File: config.mk
export PLATFORM = sky130hd
export DESIGN_NAME = video_host_io_registers
export DESIGN_NICKNAME = d
export VERILOG_FILES = /design/src/hdl/video_io_pkg.sv /design/src/hdl/video_host_io_registers.sv
export SDC_FILE = /design/constraint.sdc
export NUM_CORES = 1
export LEC_CHECK = 0
export ABC_AREA = 1
export BUFFER_PORTS_ARGS = -buffer_cell sky130_fd_sc_hd__buf_2
export CORE_AREA = 2 2 58 115
export CTS_BUF_LIST = sky130_fd_sc_hd__clkbuf_4
export CTS_CLUSTER_SIZE = 24
export DETAILED_ROUTE_END_ITERATION = 8
export DIE_AREA = 0 0 60 117
export PLACE_DENSITY_LB_ADDON = 0.05
export SYNTH_ARGS = -nofsm -noshare
export SYNTH_HDL_FRONTEND = slang
export SYNTH_SLANG_ARGS = --single-unit
File: constraint.sdc
create_clock -name mclk -period 2.45 [get_ports mclk]
set_clock_uncertainty 0.15 [all_clocks]
set_input_delay 0.49 -clock mclk [delete_from_list [all_inputs] [get_ports mclk]]
set_output_delay 0.49 -clock mclk [all_outputs]
set_load 0.02 [all_outputs]
File: src/hdl/video_io_pkg.sv
// Package for the host-visible video I/O register set.
// Assumes an 8-bit processor I/O bus with a 10-bit port address.
package video_io_pkg;
  localparam int ADDR_W = 10;
  localparam logic [9:0] PORT_TC_INDEX = 10'h3d4;
  localparam logic [9:0] PORT_TC_DATA = 10'h3d5;
  localparam logic [9:0] PORT_MODE = 10'h3d8;
  localparam logic [9:0] PORT_COLOUR = 10'h3d9;
  localparam logic [9:0] PORT_STATUS = 10'h3da;
  localparam logic [9:0] PORT_PEN_CLEAR = 10'h3db;
  localparam logic [9:0] PORT_PEN_SET = 10'h3dc;
  // Timing controller register count and index width
  localparam int TC_REG_COUNT = 18;
  localparam int TC_INDEX_W = 5;
  // Mode register fields
  localparam int MODE_PIXEL_CLOCK = 0;
  localparam int MODE_GRAPHICS = 1;
  localparam int MODE_MONO = 2;
  localparam int MODE_VIDEO_ON = 3;
  localparam int MODE_WIDE = 4;
  localparam int MODE_BLINK = 5;
  // Colour-select fields
  localparam int COL_BLUE = 0;
  localparam int COL_GREEN = 1;
  localparam int COL_RED = 2;
  localparam int COL_INTENSITY = 3;
  localparam int COL_BACK_INT = 4;
  localparam int COL_PALETTE = 5;
  // Status fields
  localparam int STAT_INACTIVE = 0;
  localparam int STAT_PEN_TRIG = 1;
  localparam int STAT_PEN_SW = 2;
  localparam int STAT_VRETRACE = 3;
  // Pin bus order, synchroniser depth and the idle level of each pin
  localparam int PIN_RETRACE = 0;
  localparam int PIN_ACTIVE = 1;
  localparam int PIN_SWITCH = 2;
  localparam int PIN_PEN = 3;
  localparam int PIN_COUNT = 4;
  localparam int SYNC_STAGES = 3;
  localparam logic [3:0] PIN_IDLE = 4'h4; // Open pen switch reads high
  localparam logic [7:0] RESET_BYTE = 8'h00;
  localparam logic [7:0] STATUS_RESERVED = 8'hf0;
endpackage

File: src/hdl/video_host_io_registers.sv
// Host-visible video I/O registers: timing controller index and data,
// mode, colour select, status, and light-pen latch strobes.
// Status bits 7:4 read as ones; writes to unmapped ports are ignored.
// Assumes bus strobes are one-cycle pulses on mclk; pen inputs are async.
`timescale 1ns/10ps
`default_nettype none

module video_host_io_registers
  import video_io_pkg::*;
(
  input wire logic mclk,
  input wire logic rst,
  input wire logic [ADDR_W-1:0] io_addr,
  input wire logic [7:0] io_wdata,
  input wire logic io_wr,
  input wire logic io_rd,
  output logic [7:0] io_rdata,
  output logic io_rdata_valid,
  input wire logic vretrace_in,
  input wire logic display_active_in,
  input wire logic pen_switch_n,
  input wire logic pen_in,
  output logic [TC_INDEX_W-1:0] tc_index,
  output logic tc_write,
  output logic [7:0] tc_wdata,
  output logic pen_strobe,
  output logic [7:0] array_index,
  output logic attr_blink_select,
  output logic wide_graphics_select,
  output logic display_output_on,
  output logic mono_colour_select,
  output logic graphics_mode_select,
  output logic pixel_clock_speed_select,
  output logic palette_set_select,
  output logic back_fore_intensity,
  output logic border_intensity_select,
  output logic border_red_select,
  output logic border_green_select,
  output logic border_blue_select
);

  // Pin synchronisers. Each pin passes three flops and its filtered level
  // only moves once the second and third stages agree, so a pin that changes
  // close to a clock edge cannot make a status bit flicker for one cycle.
  // The price is three to four cycles of latency, far below a line time.
  wire logic [PIN_COUNT-1:0] pin_raw;
  wire logic [PIN_COUNT-1:0] pin_clean;
  logic vr_q;
  logic da_q;
  logic sw_q;
  logic pen_q;

  // Pin bus in the bit order given by the package
  assign pin_raw[PIN_RETRACE] = vretrace_in;
  assign pin_raw[PIN_ACTIVE] = display_active_in;
  assign pin_raw[PIN_SWITCH] = pen_switch_n;
  assign pin_raw[PIN_PEN] = pen_in;

  // One identical synchroniser per pin
  for (genvar p = 0; p < PIN_COUNT; p++) begin : gen_pin_sync
    logic [SYNC_STAGES-1:0] stage;
    logic [SYNC_STAGES-1:0] next_stage;
    logic clean;
    logic next_clean;

    // Shift the pin in; the filtered level waits for the last two to agree
    always_comb begin
      next_stage = {stage[SYNC_STAGES-2:0], pin_raw[p]};
      next_clean = clean;
      if (stage[SYNC_STAGES-2] == stage[SYNC_STAGES-1]) begin
        next_clean = stage[SYNC_STAGES-1];
      end
    end

    // Reset to the pin's idle level, so release of reset is not an edge
    always_ff @(posedge mclk or posedge rst) begin
      if (rst) begin
        stage <= {SYNC_STAGES{PIN_IDLE[p]}};
        clean <= PIN_IDLE[p];
      end else begin
        stage <= next_stage;
        clean <= next_clean;
      end
    end

    assign pin_clean[p] = clean;
  end

  // Filtered levels by name; only these are read past the synchronisers
  assign vr_q = pin_clean[PIN_RETRACE];
  assign da_q = pin_clean[PIN_ACTIVE];
  assign sw_q = pin_clean[PIN_SWITCH];
  assign pen_q = pin_clean[PIN_PEN];

  // The address is decoded in full, so aliases of these ports elsewhere in
  // the I/O space are ignored. A strobe is taken at the rising edge on which
  // it stands; the host holds address and data for that whole cycle.
  // Write decode; written data is ignored on the two latch strobe ports
  logic wr_index, wr_data, wr_mode, wr_colour, wr_status, wr_clear, wr_set;
  assign wr_index = io_wr && (io_addr == PORT_TC_INDEX);
  assign wr_data = io_wr && (io_addr == PORT_TC_DATA);
  assign wr_mode = io_wr && (io_addr == PORT_MODE);
  assign wr_colour = io_wr && (io_addr == PORT_COLOUR);
  assign wr_status = io_wr && (io_addr == PORT_STATUS);
  assign wr_clear = io_wr && (io_addr == PORT_PEN_CLEAR);
  assign wr_set = io_wr && (io_addr == PORT_PEN_SET);

  // Previous filtered pen level for the rising-edge detector; it resets to
  // the pen's idle level so the first edge after reset is a real one
  logic pen_prev;
  logic next_pen_prev;
  logic pen_edge;

  always_comb begin
    next_pen_prev = pen_q;
  end

  always_ff @(posedge mclk or posedge rst) begin
    if (rst) begin
      pen_prev <= PIN_IDLE[PIN_PEN];
    end else begin
      pen_prev <= next_pen_prev;
    end
  end

  // Only a rise counts; a pen held on the screen does not refire the latch
  assign pen_edge = pen_q && !pen_prev;

  // Register state. Mode, colour and array index are write-only bytes kept
  // here for the outputs. The index port keeps only the bits that select one
  // of the controller's registers; numbers past the last one are passed on
  // unchanged and the controller decides what to do with them.
  logic [TC_INDEX_W-1:0] next_tc_index;
  logic next_tc_write;
  logic [7:0] next_tc_wdata, mode, next_mode, colour, next_colour;
  logic [7:0] next_array_index, next_io_rdata;
  logic pen_latch, next_pen_latch, next_io_rdata_valid;

  // Next values for the register group; by default every byte holds
  always_comb begin
    next_tc_index = tc_index;
    next_tc_write = 1'b0;
    next_tc_wdata = tc_wdata;
    next_mode = mode;
    next_colour = colour;
    next_array_index = array_index;
    next_pen_latch = pen_latch;
    next_io_rdata = io_rdata;
    next_io_rdata_valid = 1'b0;
    if (wr_index) begin
      next_tc_index = io_wdata[TC_INDEX_W-1:0];
    end
    // The controller sees a one-cycle write pulse with the byte beside it;
    // the index in force at that moment picks the register it lands in.
    if (wr_data) begin
      next_tc_write = 1'b1;
      next_tc_wdata = io_wdata;
    end
    // Mode and colour bytes are kept whole; bits above the defined fields
    // are stored but drive nothing.
    if (wr_mode) begin
      next_mode = io_wdata;
    end
    if (wr_colour) begin
      next_colour = io_wdata;
    end
    if (wr_status) begin
      next_array_index = io_wdata;
    end
    // Set beats clear, so a pen edge in the clearing cycle is kept.
    // A set latch stays set, and the controller captures no new position,
    // until software writes the clear port.
    if (wr_clear) begin
      next_pen_latch = 1'b0;
    end
    if (wr_set || pen_edge) begin
      next_pen_latch = 1'b1;
    end
    // Read data is registered and stays until the next read, so a slow host
    // may look at it late; the valid pulse marks the cycle it was loaded.
    // Only the status port reads; every other port returns zero
    if (io_rd) begin
      next_io_rdata_valid = 1'b1;
      next_io_rdata = RESET_BYTE;
      if (io_addr == PORT_STATUS) begin
        next_io_rdata = STATUS_RESERVED;
        next_io_rdata[STAT_VRETRACE] = vr_q;
        next_io_rdata[STAT_PEN_SW] = sw_q;
        next_io_rdata[STAT_PEN_TRIG] = pen_latch;
        next_io_rdata[STAT_INACTIVE] = !da_q;
      end
    end
  end

  // Register flops only; every next value is worked out above
  always_ff @(posedge mclk or posedge rst) begin
    if (rst) begin
      tc_index <= '0;
      tc_write <= 1'b0;
      tc_wdata <= RESET_BYTE;
      mode <= RESET_BYTE;
      colour <= RESET_BYTE;
      array_index <= RESET_BYTE;
      pen_latch <= 1'b0;
      io_rdata <= RESET_BYTE;
      io_rdata_valid <= 1'b0;
    end else begin
      tc_index <= next_tc_index;
      tc_write <= next_tc_write;
      tc_wdata <= next_tc_wdata;
      mode <= next_mode;
      colour <= next_colour;
      array_index <= next_array_index;
      pen_latch <= next_pen_latch;
      io_rdata <= next_io_rdata;
      io_rdata_valid <= next_io_rdata_valid;
    end
  end

  // Field outputs: next values picked from the stored bytes. The extra flop
  // keeps every output on a flop, at the cost of one more cycle between the
  // host write and the pixel pipeline seeing the new mode.
  logic next_pen_strobe;
  logic next_attr_blink_select;
  logic next_wide_graphics_select;
  logic next_display_output_on;
  logic next_mono_colour_select;
  logic next_graphics_mode_select;
  logic next_pixel_clock_speed_select;
  logic next_palette_set_select;
  logic next_back_fore_intensity;
  logic next_border_intensity_select;
  logic next_border_red_select;
  logic next_border_green_select;
  logic next_border_blue_select;

  always_comb begin
    next_pen_strobe = pen_latch;
    next_attr_blink_select = mode[MODE_BLINK];
    next_wide_graphics_select = mode[MODE_WIDE];
    next_display_output_on = mode[MODE_VIDEO_ON];
    next_mono_colour_select = mode[MODE_MONO];
    next_graphics_mode_select = mode[MODE_GRAPHICS];
    next_pixel_clock_speed_select = mode[MODE_PIXEL_CLOCK];
    next_palette_set_select = colour[COL_PALETTE];
    next_back_fore_intensity = colour[COL_BACK_INT];
    next_border_intensity_select = colour[COL_INTENSITY];
    next_border_red_select = colour[COL_RED];
    next_border_green_select = colour[COL_GREEN];
    next_border_blue_select = colour[COL_BLUE];
  end

  // Mode and colour fields registered again so outputs come from flops
  always_ff @(posedge mclk or posedge rst) begin
    if (rst) begin
      pen_strobe <= 1'b0;
      attr_blink_select <= 1'b0;
      wide_graphics_select <= 1'b0;
      display_output_on <= 1'b0;
      mono_colour_select <= 1'b0;
      graphics_mode_select <= 1'b0;
      pixel_clock_speed_select <= 1'b0;
      palette_set_select <= 1'b0;
      back_fore_intensity <= 1'b0;
      border_intensity_select <= 1'b0;
      border_red_select <= 1'b0;
      border_green_select <= 1'b0;
      border_blue_select <= 1'b0;
    end else begin
      pen_strobe <= next_pen_strobe;
      attr_blink_select <= next_attr_blink_select;
      wide_graphics_select <= next_wide_graphics_select;
      display_output_on <= next_display_output_on;
      mono_colour_select <= next_mono_colour_select;
      graphics_mode_select <= next_graphics_mode_select;
      pixel_clock_speed_select <= next_pixel_clock_speed_select;
      palette_set_select <= next_palette_set_select;
      back_fore_intensity <= next_back_fore_intensity;
      border_intensity_select <= next_border_intensity_select;
      border_red_select <= next_border_red_select;
      border_green_select <= next_border_green_select;
      border_blue_select <= next_border_blue_select;
    end
  end

endmodule

`default_nettype wire

==> Word level (Yosys, flattened, before mapping) <==
Index checks and enable logic that the tools add are counted.
{ "word_totals": {"output_inout_bits": 44, "wordCells": 59, "register_bits": 74, "in_bits": 26} }
{ "op_classes": {"n_mux": 5, "eq_ne": 11, "n_reduce_logical": 12} }
{ "ops": {"columns": ["op", "count"], "rows": [
  ["$eq 10x10->1 const B", 7],
  ["$logic_and 1x1->1", 8],
  ["$mux 8", 1],
  ["$eq 1x1->1", 4],
  ["$mux 1", 4],
  ["$logic_not 1->1", 2],
  ["$reduce_bool 2->1", 1],
  ["$logic_or 1x1->1", 1]
]} }

==> Longest topological paths before layout <==
{ "depth": {"ltp_word": 4, "mapped_depth": 8, "ltp_nobuf": 7} }

==> Least setup slack after synthesis <==
No wires, ideal clock.
{ "synth_timing": {"kind": "input to register", "start": "input io_addr[7]", "end": "register colour[0]", "path_slack_ns": 0.989, "stages": 8, "required_ns": 2.183, "setup_time_ns": 0.117, "arrival_time_ns": 1.194, "path_cell_list": "nand2_1 inv_1 nand2_1 nor2_1 buf_2 nand2_1 nand2_1 nand2_1"} }
{ "synth_between": {"elab_chain_cells": 2} }
{ "synth_rtl": {"columns": ["item", "line_no", "text"], "rows": [
  ["start, declared", "video_host_io_registers.sv:13", "input wire logic [ADDR_W-1:0] io_addr,"],
  ["$eq 10x10->1", "video_host_io_registers.sv:103", "assign wr_colour = io_wr && (io_addr == PORT_COLOUR);"],
  ["$logic_and 1x1->1", "video_host_io_registers.sv:103", null],
  ["end signal, assigned", "video_host_io_registers.sv:212", "colour <= next_colour;"],
  ["end, declared", "video_host_io_registers.sv:135", "logic [7:0] next_tc_wdata, mode, next_mode, colour, next_colour;"]
]} }
Every way passes these cells.
A chain may end at the register's enable or synchronous reset.

==> Worst setup path in the final report <==
{ "layout_timing": {"start": "register io_rdata[6]", "end": "output io_rdata[6]"} }
{ "layout_rtl": {"columns": ["item", "line_no", "text"], "rows": [
  ["start, declared", "video_host_io_registers.sv:17", "output logic [7:0] io_rdata,"],
  ["start signal, assigned", "video_host_io_registers.sv:215", "io_rdata <= next_io_rdata;"]
]} }
No word-level cell between the ends.

==> impl_results.md <==
- Result of the run: complete, no violations
- Largest vdd supply drop: 0.458 mV
- Final worst setup slack: between 0.8 and 0.9 ns
- Syn. warnings: 0
- Iteration-0 DRC count of the detailed router: 61
- Pre-Repair DR Iteration Count: 4
- H-Tree Level Count: 3
- Cell depth of the worst flop-to-flop path: 1
- Max-cap check violation count: 0
- Category of the worst setup path capture point: output port
- WL per Instance: around 13 um
- Part of the power in combinational logic: 6.2%
- Max Root-Sink Buffers: 2
- Number of antenna violations at the first check in global routing: 0
- Critical path, cell by cell: buf_2
- Final-report max-slew violation count: 0
- Logic depth of the worst setup path including buffers: 1
- Number of placed cells counting well taps: 387
- Smallest hold slack: about 0.13 ns
- Remaining max-slew budget at the tightest pin: 61.5%
- Part of the total power dissipated in the clock network: 37.2%
- WS Path Type: flip-flop to output port
- Highest Clock Rate: roughly 610 MHz
- Sum of routed wire length over all layers: 5.29 mm
- Number of global-route vias before repair: approximately 1800
- Post-route minimum period: 1.65 ns
- Cell count after synthesis: roughly 240
- Fillers: between 500 and 600
- DIE HEIGHT: 117 um
- Slew at the pin closest to its max-slew limit: 0.577 ns
- Cell family contributing the most delay on the critical path: flip-flops
- Die X: 60 um
- Weighted congestion reported at the end of routability-driven placement: 0.761
- GRT Residual Overflow: 0
- Worst path arrival time: 1.01 ns
- Seq/Total Area, Yosys: 69.5%
- Switching power of the nets: 0.495 mW
- Number of diodes: 0
- Antenna violation net count after detailed routing: 0
- Initial core utilization: between 40 and 50%
- Number of nets in the layout: 343
- Total power: 2.15 mW
- Clock-pin slew on the worst setup and hold paths: 0.10 ns
- Number of storage elements in the synthesis netlist: 71
- Post-route cell area: approximately 0.0032 sq mm
- Cts bufs inserted: 9
- Setup repair bufs after CTS: 0
- Share of layout cells above drive strength 1: 32.0%
- Global-route total usage across every layer: 17.5%
- # clock sinks: between 70 and 80
- Reported leakage power: approximately 1.8 nW
- Net count after synthesis: 262
- Leading cell types in the layout, fill and taps excluded: nand2_1, buf_2, dfrtp_1, o21ai_1
- End-of-flow core utilization: between 50% and 60%
- Syn avg cell area: 10.9 sq um
- Delay contributed by the slowest stage of the critical path: between 0.4 and 0.5 ns
- Routed vias/inst: 4.54
- Final std cells w/o fill: 408
- Sequential group share of total power: 56.6%
- Number of rows in the core area: 41
- Total via count after detailed routing: around 1900
- Ports: 70
- Number of distinct standard cells referenced by the synthesized netlist: 19
- Hold-critical path depth: 1
- Cts hold-fix bufs: 5
- Most common cell after layout, fill and taps aside: nand2_1
- Largest net degree at the start of global routing: 38
- Critical path startpoint category: flip-flop
- Setup repair after global routing missed its margin: false
- Final hold viol count: 0
- HPWL after DPL: roughly 3.8 mm
- Data required time at the worst endpoint: 1.81 ns
- Layout area overhead: 25.2%
- Sw Share: about 23%
- Count of buffers from port buffering: between 60 and 70
- Core area: 0.00621 sq mm
- DR DRC count: 0
- First-pass GRT wire length: about 8.8 mm
- Worst Setup Slack post-DPL: 0.687 ns
- Setup-failing EPs final: 0
- Cell at the root of the clock tree: clkbuf_4
- Internal Power: 1.66 mW
- Class of the most critical hold timing path: input pin to flip-flop
- Slowest library cell on the worst path: dfrtp_1
- Power density over the cells: 669 mW/mm^2
- Buf/Inv on CP: 1
- TritonCTS clock tree: yes
- Minimum setup slack among reg-to-reg paths: between 1 and 1.5 ns
- Area post-placement: 0.00301 sq mm
- Maximum fanout along the worst path: 5
- Post-synthesis cell area: 0.00256 sq mm
- Clock latency of the later-clocked register in the worst-skew pair: around 0.41 ns
- Period Utilization, post-route: between 60 and 70%
- Post-cts gate resize count: 0
- Die area: 0.00702 sq mm
- Final setup TNS: 0 ns
==> layer usage <==
layer  wire, um  vias up  track usage, %  part of all wire, %
li1           -      917               -                    -
met1       2340      883            23.2                   44
met2       2630       48            25.9                   50
met3        241        6            5.27                  4.6
met4         85        0            8.44                  1.6
met5          0        -               0                    0
==> final cells by class <==
class / instances / area (sq um) / share of cell area, %
clock buffer: 9 / 67.6 / 2.10
clock inverter: 7 / 87.6 / 2.73
inverter: 18 / 67.6 / 2.10
multi-input combinational: 139 / 662 / 20.6
sequential: 71 / 1780 / 55.5
tap: 86 / 108 / 3.35
timing repair buffer: 78 / 438 / 13.6
==> final timing paths <==
check / startpoint / to
min reg2reg: gen_pin_sync[2].stage[0]$_DFF_PP1_ / gen_pin_sync[2].stage[1]$_DFF_PP1_
max reg2reg: gen_pin_sync[1].stage[1]$_DFF_PP0_ / da_q$_DFFE_PP0N_
min in group asynchronous: rst / array_index[0]$_DFFE_PP0P_
min: io_rd / io_rdata_valid$_DFF_PP0_
max in group asynchronous: rst / mode[4]$_DFFE_PP0P_
max: io_rdata[6]$_DFFE_PP0P_ / io_rdata[6]
==> flip-flops by register name, summed over array words and instances, names as in the netlist, 3 cells and up <==
name	flops
array_index	8
colour	6
tc_wdata	8
mode	6
io_rdata	5
gen_pin_sync.clean	3
tc_index	5
gen_pin_sync.stage	12
==> kinds of logic (layout without fill, tap and decap cells) <==
logic type / after synthesis / count (layout) / share of synthesized area [%]
fa+ha+maj: 4 / 4 / 1.56
compound gates: 17 / 17 / 3.32
flops: 71 / 71 / 69.5
buf+inv: 26 / 112 / 4.73
simple gates: 118 / 118 / 20.9
==> power groups by stage <==
stage / Sequential, mW / Combinational [mW] / Clock (mW)
6_report: 1.22 / 0.133 / 0.800
5_1_grt: 1.22 / 0.150 / 0.886
4_1_cts: 1.22 / 0.137 / 0.828
3_5_place_dp: 1.24 / 0.130 / 0
3_3_place_gp: 1.24 / 0.128 / 0
2_1_floorplan: 1.25 / 0.0559 / 0
==> cells in the mapped netlist, drive strengths merged <==
cell,n,area [sq um]
inv,18,67.6
nor3,1,10.0
nand3,10,67.6
nand4,14,87.6
maj3,4,40.0
dfstp,4,105
o21ai,17,85.1
dfrtp,67,1680
nand2,81,307
nor2,12,65.1
buf,8,53.8
No activity file was read; power rests on OpenSTA's default activity.
